[src/hw/wr_retire_defs.svh]
`ifndef WR_RETIRE_DEFS_SVH
`define WR_RETIRE_DEFS_SVH
// column packet slots from a store to its first retire opportunity
`define RETIRE_DLY_SLOTS 2
// least packet slots between two row activations (row_to_row_interval)
`define ROW_TO_ROW_SLOTS 4
// width of the row-to-row interval slot counter
`define RR_CNT_W 4
// buffer states, gray along empty -> aging -> ripe
`define BUF_EMPTY 2'h0
`define BUF_AGING 2'h1
`define BUF_RIPE 2'h3
// column command encodings
`define CMD_IDLE 3'h0
`define CMD_STORE 3'h1
`define CMD_STORE_AC 3'h2
`define CMD_FETCH 3'h3
`define CMD_FETCH_AC 3'h4
`endif

[src/hw/wr_retire_pkg.sv]
`default_nettype none
`include "wr_retire_defs.svh"
package wr_retire_pkg;
   typedef enum logic [2:0] {
      col_idle_cmd            = `CMD_IDLE,
      col_store_cmd           = `CMD_STORE,
      col_store_autoclose_cmd = `CMD_STORE_AC,
      col_fetch_cmd           = `CMD_FETCH,
      col_fetch_autoclose_cmd = `CMD_FETCH_AC
   } col_cmd_t;

   typedef enum logic [1:0] {
      buf_empty = `BUF_EMPTY,
      buf_aging = `BUF_AGING,
      buf_ripe  = `BUF_RIPE
   } buf_state_t;

   // one column_cmd_packet slot
   typedef struct packed {
      logic       framed;
      col_cmd_t   cmd;
      logic [4:0] dev;
      logic [4:0] bank;
      logic [5:0] column;
   } column_cmd_packet_t;

   // held write: bank and column only, never the row
   typedef struct packed {
      logic [4:0]   bank;
      logic [5:0]   column;
      logic         autoclose;
      logic [127:0] data;
   } wbuf_entry_t;
endpackage
`default_nettype wire

[src/hw/slot_delay.sv]
`timescale 1ns/100ps
`default_nettype none
// delays a single-bit event by DEPTH packet slots
module slot_delay #(
   parameter int DEPTH = 2
) (
   input  wire logic clk_sys_i,
   input  wire logic reset_i,
   input  wire logic adv_i,
   input  wire logic in_i,
   output logic      out_o
);
   logic [DEPTH-1:0] pipe_q;
   // one spare bit lets the same shift serve a depth of one
   wire  [DEPTH:0]   shift_w = {pipe_q, in_i};

   assign out_o = pipe_q[DEPTH-1];

   always_ff @(posedge clk_sys_i or posedge reset_i) begin
      if (reset_i) begin
         pipe_q <= '0;
      end else if (adv_i) begin
         pipe_q <= shift_w[DEPTH-1:0];
      end
   end
endmodule
`default_nettype wire

[src/hw/wr_retire.sv]
`timescale 1ns/100ps
`default_nettype none
`include "wr_retire_defs.svh"
// Behaviour
// - retire buffer at slot one delay after store, unless unframed or own fetch
// - own fetches hold retire pending; other fetch, store or idle releases it
// - byte mask from mask packet aligned with retiring slot is applied
// - buffer keeps bank and column only; retire uses the bank's last activated row, open or not
// - a store to another device retires our ripe buffer
// - activations may follow each other once per row-to-row interval
// - autoclose store closes its bank when it retires
// - each store carries a full dualoct over both data lanes
// - extended packet precharge closes banks for reads
// - extended packet precharge refused while bank holds a masked write
module wr_retire
   import wr_retire_pkg::*;
#(
   parameter int BANKS    = 32,
   parameter int ROW_W    = 9,
   parameter int DLY      = `RETIRE_DLY_SLOTS,
   parameter int RR_SLOTS = `ROW_TO_ROW_SLOTS
) (
   input  wire logic               clk_sys_i,
   input  wire logic               reset_i,
   input  wire logic               ce_i,
   input  wire logic               slot_i,
   input  wire logic [4:0]         dev_id_i,
   input  wire column_cmd_packet_t col_pkt_i,
   input  wire logic [63:0]        data_lane_a_i,
   input  wire logic [63:0]        data_lane_b_i,
   input  wire logic               mask_valid_i,
   input  wire logic [15:0]        byte_mask_i,
   input  wire logic               ext_pre_i,
   input  wire logic [4:0]         ext_pre_bank_i,
   input  wire logic               row_act_i,
   input  wire logic               row_pre_i,
   input  wire logic [4:0]         row_bank_i,
   input  wire logic [ROW_W-1:0]   row_addr_i,
   output logic                    retire_o,
   output logic [4:0]              retire_bank_o,
   output logic [5:0]              retire_col_o,
   output logic [ROW_W-1:0]        retire_row_o,
   output logic [127:0]            retire_data_o,
   output logic [15:0]             retire_mask_o,
   output logic                    bank_close_o,
   output logic [4:0]              bank_close_idx_o,
   output logic                    store_reject_o,
   output logic                    ext_pre_reject_o,
   output logic                    act_early_o,
   output logic                    pending_o
);
   buf_state_t             st_q, st_d;
   wbuf_entry_t            ent_q;
   logic [BANKS-1:0]       open_q;
   logic [ROW_W-1:0]       row_q [BANKS];
   logic [`RR_CNT_W-1:0]   rr_q;
   logic                   aged_w;

   wire pkt_w       = ce_i & slot_i & col_pkt_i.framed;
   wire mine_w      = col_pkt_i.dev == dev_id_i;
   wire is_fetch_w  = col_pkt_i.cmd == col_fetch_cmd || col_pkt_i.cmd == col_fetch_autoclose_cmd;
   wire is_store_w  = col_pkt_i.cmd == col_store_cmd || col_pkt_i.cmd == col_store_autoclose_cmd;
   wire fetch_me_w  = pkt_w & is_fetch_w & mine_w;
   wire store_me_w  = pkt_w & is_store_w & mine_w;
   wire ripe_w      = (st_q == buf_ripe) | ((st_q == buf_aging) & aged_w);
   // own fetch keeps holding the retire; anything else framed releases it
   wire retire_w    = ripe_w & pkt_w & ~fetch_me_w;
   wire accept_w    = store_me_w & ((st_q == buf_empty) | retire_w);
   wire reject_w    = store_me_w & ~accept_w;
   // any held write may carry a mask, so its bank refuses the extended precharge
   wire ext_bad_w   = ext_pre_i & (st_q != buf_empty) & (ent_q.bank == ext_pre_bank_i);
   wire ext_ok_w    = ce_i & ext_pre_i & ~ext_bad_w;
   wire close_ac_w  = retire_w & ent_q.autoclose;
   wire act_w       = ce_i & row_act_i;
   wire early_w     = act_w & (rr_q < RR_SLOTS[`RR_CNT_W-1:0]);
   // no mask packet in the retiring slot writes every byte
   wire [15:0] mask_w = mask_valid_i ? byte_mask_i : 16'hFFFF;
   wire [ROW_W-1:0] cur_row_w = row_q[ent_q.bank];

   // only slot strobes age a store; gaps between slots do not count
   slot_delay #(
      .DEPTH (DLY)
   ) u_age (
      .clk_sys_i (clk_sys_i),
      .reset_i   (reset_i),
      .adv_i     (ce_i & slot_i),
      .in_i      (accept_w),
      .out_o     (aged_w)
   );

   always_comb begin
      st_d = st_q;
      unique case (st_q)
         buf_empty: if (accept_w) st_d = buf_aging;
         buf_aging: if (accept_w) st_d = buf_aging;
                    else if (retire_w) st_d = buf_empty;
                    else if (ce_i & slot_i & aged_w) st_d = buf_ripe;
         buf_ripe:  if (accept_w) st_d = buf_aging;
                    else if (retire_w) st_d = buf_empty;
         default:   st_d = buf_empty;
      endcase
   end

   always_ff @(posedge clk_sys_i or posedge reset_i) begin
      if (reset_i) begin
         st_q <= buf_empty;
         ent_q <= '0;
      end else if (ce_i) begin
         st_q <= st_d;
         if (accept_w) begin
            // both lanes form one dualoct
            ent_q <= {col_pkt_i.bank, col_pkt_i.column, col_pkt_i.cmd == col_store_autoclose_cmd,
                      data_lane_a_i, data_lane_b_i};
         end
      end
   end

   // open row per bank; no reset on rows, and retire reads them without checking the open flag
   always_ff @(posedge clk_sys_i) begin
      if (ce_i & row_act_i) begin
         row_q[row_bank_i] <= row_addr_i;
      end
   end

   always_ff @(posedge clk_sys_i or posedge reset_i) begin
      if (reset_i) begin
         open_q <= '0;
         // saturated at reset so the first activation is never flagged
         rr_q <= '1;
      end else if (ce_i) begin
         if (row_pre_i) open_q[row_bank_i] <= 1'b0;
         if (ext_ok_w) open_q[ext_pre_bank_i] <= 1'b0;
         if (close_ac_w) open_q[ent_q.bank] <= 1'b0;
         if (row_act_i) open_q[row_bank_i] <= 1'b1;
         // the slot after an activation is already one slot since it
         if (act_w) rr_q <= `RR_CNT_W'(1);
         else if (slot_i && rr_q != '1) rr_q <= rr_q + 1'b1;
      end
   end

   always_ff @(posedge clk_sys_i or posedge reset_i) begin
      if (reset_i) begin
         retire_o <= 1'b0;
         retire_bank_o <= '0;
         retire_col_o <= '0;
         retire_row_o <= '0;
         retire_data_o <= '0;
         retire_mask_o <= '0;
         bank_close_o <= 1'b0;
         bank_close_idx_o <= '0;
         store_reject_o <= 1'b0;
         ext_pre_reject_o <= 1'b0;
         act_early_o <= 1'b0;
         pending_o <= 1'b0;
      end else if (ce_i) begin
         retire_o <= retire_w;
         if (retire_w) begin
            retire_bank_o <= ent_q.bank;
            retire_col_o <= ent_q.column;
            retire_row_o <= cur_row_w;
            retire_data_o <= ent_q.data;
            retire_mask_o <= mask_w;
         end
         bank_close_o <= close_ac_w | ext_ok_w;
         bank_close_idx_o <= close_ac_w ? ent_q.bank : ext_pre_bank_i;
         store_reject_o <= reject_w;
         ext_pre_reject_o <= ce_i & ext_bad_w;
         act_early_o <= early_w;
         pending_o <= st_d != buf_empty;
      end
   end
endmodule
`default_nettype wire

[config.mk]
export PLATFORM = sky130hd
export DESIGN_NAME = wr_retire
export DESIGN_NICKNAME = d
export VERILOG_FILES = /design/src/hw/wr_retire_pkg.sv /design/src/hw/slot_delay.sv /design/src/hw/wr_retire.sv
export VERILOG_INCLUDE_DIRS = /design/src /design/src/hw
export SDC_FILE = /design/constraint.sdc
export NUM_CORES = 1
export LEC_CHECK = 0
export BUFFER_PORTS_ARGS = -buffer_cell sky130_fd_sc_hd__buf_2
export CAP_MARGIN = 15
export CORE_MARGIN = 2
export CORE_UTILIZATION = 50
export DETAILED_ROUTE_END_ITERATION = 16
export GPL_TIMING_DRIVEN = 0
export PLACE_DENSITY_LB_ADDON = 0.15
export SETUP_SLACK_MARGIN = 0.05
export SLEW_MARGIN = 40
export SYNTH_ARGS = -nofsm -noshare
export SYNTH_HDL_FRONTEND = slang
export SYNTH_SLANG_ARGS = --single-unit
[constraint.sdc]
create_clock -name clk_sys_i -period 25.6 [get_ports clk_sys_i]
set_input_delay 3.84 -clock clk_sys_i [delete_from_list [all_inputs] [get_ports clk_sys_i]]
set_output_delay 3.84 -clock clk_sys_i [all_outputs]
set_load 0.05 [all_outputs]
==> results of run 1 <==
==> area by class of cell <==
class,count,share of cell area
well taps,615,0.02651
diodes,13,0.001121
inverters,20,0.002845
clock inverters,30,0.01112
clock buffers,83,0.05898
plain buffers,96,0.01849
multi-input cells,990,0.2370
flip-flops and latches,611,0.5767
repair buffers,372,0.06725
==> cell usage in the layout, fill, tap and decap left out, types with 20 or more instances in the layout <==
cell       instances
nand2_1          440
buf_2            407
dfrtp_1          319
edfxtp_1         288
mux2i_1          145
mux2_4            89
clkbuf_16         63
mux2_2            52
clkbuf_1          44
a22oi_1           34
nor2_1            33
nor2_2            29
a31oi_1           21
a21oi_1           20
==> cell families (layout without fill, tap and decap cells) <==
group                    after synthesis  after routing  share of synthesized area
buffers and inverters                116            601                    0.02533
multiplexers                         286            286                     0.1397
AO/OA/AOI/OAI                        147            147                    0.04729
flip-flops                           611            611                     0.6929
other                                  0             13                          0
adder cells (fa/ha/maj)                1              1                  0.0005179
XOR/XNOR                              14             14                   0.005077
AND/OR/NAND/NOR                      542            542                    0.08925
==> per-stage QoR <==
| stage | cell area (µm²) | setup slack (ps) |
|---|---|---|
| finish | 29020 | 19920 |
| global route | 29010 | 19850 |
| CTS | 28960 | 19940 |
| detailed placement | 26920 | 19300 |
| global placement | 26770 | 9441 |
| floorplan | 24150 | 12830 |
==> report_power, final <==
group	total, µW	switching (µW)	internal (µW)	leakage [µW]
combinational	103	62.9	40.5	0.00542
clock	902	374	528	0.000986
sequential	1050	7.99	1050	0.00706
total	2060	445	1610	0.0135
==> layer usage <==
layer / track usage / part of all wire / wire (µm)
met3: 0.06899 / 0.079 / 5043
met1: 0.3341 / 0.41 / 26470
met2: 0.4050 / 0.47 / 30490
met4: 0.1019 / 0.033 / 2124
met5: 0 / 0.0012 / 79
==> flip-flops by register name (all words and copies together) (netlist names), 4 cells and up <==
| signal | cells |
|---|---|
| bank_close_idx_o | 5 |
| ent_q | 140 |
| retire_bank_o | 5 |
| rr_q | 4 |
| row_q | 288 |
| retire_data_o | 128 |
| retire_mask_o | 16 |
| retire_col_o | 6 |
| retire_row_o | 9 |
==> Yosys cell counts, types with 7 or more instances <==
| library cell | number |
|---|---|
| nand2_1 | 440 |
| dfrtp_1 | 319 |
| edfxtp_1 | 288 |
| mux2i_1 | 145 |
| mux2_4 | 89 |
| nor2_1 | 62 |
| mux2_2 | 52 |
| buf_2 | 39 |
| a22oi_1 | 34 |
| clkbuf_1 | 30 |
| a31oi_1 | 21 |
| a21oi_1 | 20 |
| inv_1 | 20 |
| a22o_1 | 19 |
| a221oi_1 | 17 |
| buf_4 | 11 |
| buf_6 | 10 |
| o22ai_1 | 10 |
| and2_1 | 7 |
| o41ai_2 | 7 |
| xnor2_1 | 7 |
| xor2_1 | 7 |
==> worst max-delay path: cells and delay by family <==
kind | cells | cell delay (ps)
AND/OR/NAND/NOR | 3 | 1540
buffers and inverters | 2 | 530
==> worst max path at each step <==
stage	from	to	cells after the start
2_1_floorplan	reset_i	act_early_o	1
3_3_place_gp	reset_i	ent_q[1]	2
3_5_place_dp	dev_id_i[1]	retire_data_o[50]	9
4_1_cts	dev_id_i[1]	retire_data_o[50]	9
5_1_grt	dev_id_i[1]	retire_data_o[52]	9
6_report	ce_i	row_q[9][8]	5
==> flow_summary.ini, run 1 <==
[min_path]
min_from = ent_q[82]
min_path_cells = 2
hp-class = flip-flop to flip-flop
hold-path-endpoint = retire_data_o[82]

[setup_path]
reg2regPathDepth = 8
cp.arrival_ps = 5910
path_class = primary input to flip-flop
ff2ff_setup_slack_ps = 23020
required_ps = 25830
r2r_start = ent_q[137]
startpoint_type = primary input
worstSetupEndpointType = flip-flop
r2r_end = retire_row_o[8]
cp_slowest_cell = nor2_1
crit_chain = buf_2, and2_1, clkbuf_1, nand3b_1, nor2_1
worst-path-max-fanout = 9
max_stage_delay_ps = 850

[cts]
htree_levels = 2
post_cts_buffers = 0
path_clk_slew_ps = 60
clock_sinks = 611
hold_buffers = 0
cts_tree = done
ctsLongestPathBuffers = 3
clockRootBuffer = clkbuf_16
ctsResizeCount = 0
cts_buffers = 61
insertion_delay_ps = 630

[synth]
avgSynthCellArea_um2 = 14.07
synth_cell_types = 49
synth_area_leaders = edfxtp_1 (36%), dfrtp_1 (33%), nand2_1 (6.8%), mux2i_1 (6.0%), mux2_4 (5.5%)
syn_inst = 1717
syn_area_mm2 = 0.02415
synth-seq-area-share = 0.6929
synth_seq_cells = 611
yosys.area.top_type = edfxtp_1
syn_nets = 1914
ys_warn_count = 0
ys.flop_type = dfrtp_1
synth-edff-count = 288
postSynth.asyncResetShare = 0.5286
synth_top_area_frac = 0.3580

[floorplanning]
die-area_mm2 = 0.05008
rows = 80
ios = 371
fp.coreArea_mm2 = 0.04775
fp.dieW_um = 223.8
start_util = 0.5059
dieHeight_um = 223.8

[sta]
fmax_mhz = 176.0
finalSetupViolations = 0
min_period_ps = 5681
slew_headroom = 0.4249
whs_ps = 455.0
final_hold_viol_count = 0
setup-tns-final_ps = 0
fin_crit_sh = 0.2219
finalClockSkew_ps = 26.14
rsz0062_at_grt = no
slew_viol_final = 0
worstMarginPinSlew_ps = 859.4

[power_and_ir_drop]
power_density_mw_per_mm2 = 70.95
ir_worst_vdd_v = 0.00007666
p_leak_uw = 0.01347
finalPower_uw = 2059

[routing]
final_antenna_net_count = 0
route.vias.total = 15298
routedWlPerCell_um = 22.69
drtIter0Drc = 1201
firstDrtPassIters = 6
via_per_inst = 5.406
remaining_drc_errors = 0
drt-total-wl_mm = 64.21

[run]
maxCapViolCount = 0

[placed_design]
dp_cells = 2704
dpl.hpwl_mm = 45.22
io_buffers = 368
place.gp.congestion = 0.8593

[global_routing]
grt_pass1_vias = 15171
grt-ovfl-total = 0
grt_pass1_wl_mm = 94.36
antenna_found_initial = 20
grt_start_max_net_pins = 85
grt_usage = 0.2545

[status]
outcome = completed

[layout]
nets = 2349
seq_area_mm2 = 0.01674
fin_cells = 2830
drive_gt1_frac = 0.3252
utilization = 0.6079
fillers = 3735
area.growth.synth_to_final_pct = 20.16
multi_input_area_mm2 = 0.006879
No activity file was read; power rests on OpenSTA's default activity.
==> run 2: changes to the inputs <==
--- a/config.mk
+++ b/config.mk
@@ -6,6 +6,7 @@
 export SDC_FILE = /design/constraint.sdc
 export NUM_CORES = 1
 export LEC_CHECK = 0
+export ABC_AREA = 1
 export BUFFER_PORTS_ARGS = -buffer_cell sky130_fd_sc_hd__buf_2
 export CAP_MARGIN = 15
 export CORE_MARGIN = 2
==> constraint.sdc (replaced) <==
create_clock -name clk_sys_i -period 5.71 [get_ports clk_sys_i]
set_input_delay 0.8565 -clock clk_sys_i [delete_from_list [all_inputs] [get_ports clk_sys_i]]
set_output_delay 0.8565 -clock clk_sys_i [all_outputs]
set_load 0.05 [all_outputs]
==> flow_summary.ini, run 2 <==
[power_and_ir_drop]
p_sw_uw = 2932
combinationalPowerShare = 0.138
p_clk_frac = 0.393
p_leak_uw = 0.01392
power_density_mw_per_mm2 = 359.3
p_seq_frac = 0.470
sw_frac_of_total = 0.2782
p_int_uw = 7607
ir_worst_vdd_v = 0.0002834

[sta]
rsz0062_at_grt = no
fin_crit_sh = 0.4474
setup-tns-final_ps = 0
worstMarginPinSlew_ps = 841.1
min_period_ps = 2555
final_hold_viol_count = 0
slew_headroom = 0.4393
whs_ps = 275.7
fmax_mhz = 391.4
finalSetupViolations = 0
slew_viol_final = 0
finalClockSkew_ps = 19.31

[cts]
path_clk_slew_ps = 60
hold_buffers = 0
cts_buffers = 66
clock_sinks = 611
post_cts_buffers = 0
ctsLongestPathBuffers = 3
clockRootBuffer = clkbuf_16
ctsResizeCount = 0
cts_tree = done
insertion_delay_ps = 590
htree_levels = 3

[synth]
synth_cell_types = 30
yosys.area.top_type = edfxtp_1
syn_inst = 2328
synthAdderAreaFrac = 0.0005175
synth_compound_area_frac = 0.07141
synth_commonest_cells = nand2_1 (945), dfrtp_1 (319), edfxtp_1 (288)
ys_warn_count = 0
synth_area_leaders = edfxtp_1 (36%), dfrtp_1 (33%), nand2_1 (15%), o21ai_0 (3.9%), nor2_1 (2.8%)
synthMostInstantiatedCell = nand2_1
avgSynthCellArea_um2 = 10.39
synth-seq-area-share = 0.6922
postSynth.asyncResetShare = 0.5286
synth_top_area_frac = 0.3577
syn_area_mm2 = 0.02418
syn_nets = 2525
yosys.area_share.simple = 0.1924
synthMuxAreaShare = 0
synth_xor_area_frac = 0.002536
synth_seq_cells = 611
ys.flop_type = dfrtp_1
synth-edff-count = 288
synth_top_family_by_area = simple AND/OR/NAND/NOR gates

[setup_path]
path_buf_inv = 3
required_ps = 6230
critPathTopFamily = buffers and inverters
worstSetupEndpointType = flip-flop
max_stage_delay_ps = 530
cp.arrival_ps = 3070
crit_path_frequent_cell = nand2_1
crit_chain = inv_1, buf_2, clkbuf_1, o21ai_0, o22ai_1, nand2_1, nand2_1, nand2_1, nand3_1, nand3_1, nand2_1
cp_slowest_cell = clkbuf_1
path_class = flip-flop to flip-flop
startpoint_type = flip-flop
worst-path-max-fanout = 10

[floorplanning]
ios = 371
rows = 80
dieHeight_um = 223.9
fp.coreArea_mm2 = 0.04775
start_util = 0.5064
die-area_mm2 = 0.05013
fp.dieW_um = 223.9

[layout]
mostFrequentLayoutCell = nand2_1
reg_top3 = row_q (288), ent_q (140), retire_data_o (128)
fin_cells = 3451
largest_reg_flops = 288
layout_common_cells = nand2_1 (945), buf_2 (401), dfrtp_1 (319)
top_register = row_q
multi_input_area_mm2 = 0.006528
fillers = 3975
area.growth.synth_to_final_pct = 21.32
drive_gt1_frac = 0.2205
finalInstanceArea_mm2 = 0.02934
nets = 2976
seq_area_mm2 = 0.01674

[status]
outcome = completed

[global_routing]
antenna_found_initial = 13
grt-ovfl-total = 0
grt_start_max_net_pins = 33
grt_usage = 0.2902
grt_pass1_vias = 18231
grt_pass1_wl_mm = 108.6

[routing]
via_per_inst = 5.343
route.vias.total = 18439
routedWlPerCell_um = 21.00
remaining_drc_errors = 0
firstDrtPassIters = 6
drtIter0Drc = 1733
drt-total-wl_mm = 72.47
final_antenna_net_count = 0

[placed_design]
place.gp.congestion = 0.9380
dpl.hpwl_mm = 51.20
dpl_cell_area_mm2 = 0.02721
io_buffers = 368
dp_cells = 3326

[run]
maxCapViolCount = 0

[min_path]
hp-class = primary input to async pin
==> run 2: metal layers <==
metal  track usage  up-vias  part of all wire
met5             0        -            0.0015
met4        0.1039       16             0.035
met3       0.07752      177             0.095
met2        0.4753      786              0.48
met1        0.3745     8900              0.39
li1              -     8560                 -
==> run 2: final timing paths <==
check,from,endpoint,slack [ps],cells past startpoint
setup / recovery,ent_q[136],retire_row_o[6],3160,11
hold / removal,reset_i,retire_data_o[59],280,2
setup reg to reg,ent_q[136],retire_row_o[6],3160,11
hold reg to reg,ent_q[17],retire_data_o[17],460,2
max in group asynchronous,reset_i,retire_data_o[11],4220,7
min in group clk_sys_i,data_lane_b_i[43],ent_q[43],450,3
==> run 2: logic make-up after synthesis <==
| logic type | count (synthesis) |
|---|---|
| and+or+nand+nor | 1207 |
| DFF | 611 |
| AOI/OAI and AO/OA | 303 |
| buffers and inverters | 199 |
| xor gates and xnor gates | 7 |
| adders and majority gates | 1 |
==> run 2: power by group through the flow <==
stage	logic, µW	registers [µW]	clock network (µW)
after floorplan	345	5610	0
after global placement	1400	5030	0
after detailed placement	1450	5030	0
after CTS	1450	4950	4200
after global routing	1550	4970	4380
final	1450	4950	4140
==> run 2: layout make-up <==
type / instances / share of cell area
Antenna cell: 6 / 0.0005118
Buffer: 131 / 0.02508
Clock buffer: 95 / 0.06423
Clock inverter: 24 / 0.007037
Inverter: 68 / 0.008829
Multi-Input combinational cell: 1518 / 0.2225
Sequential cell: 611 / 0.5705
Tap cell: 615 / 0.02623
Timing Repair Buffer: 383 / 0.07507
==> run 2: worst reg2reg max path, stage by stage, from the launching register on <==
cell	delay (ps)
dfrtp_1	410
inv_1	110
buf_2	270
clkbuf_1	540
o21ai_0	190
o22ai_1	310
nand2_1	90
nand2_1	140
nand2_1	80
nand3_1	100
nand3_1	140
nand2_1	110
==> run 2: through the flow <==
step | utilization | worst slack, ps | power (µW)
floorplan | - | 548.0 | 5950
global placement | 0.5612 | -1264 | 6425
detailed placement | 0.5699 | 2586 | 6477
CTS | 0.6137 | 3175 | 10600
global route | 0.6142 | 3000 | 10890
finish | 0.6144 | 3155 | 10540
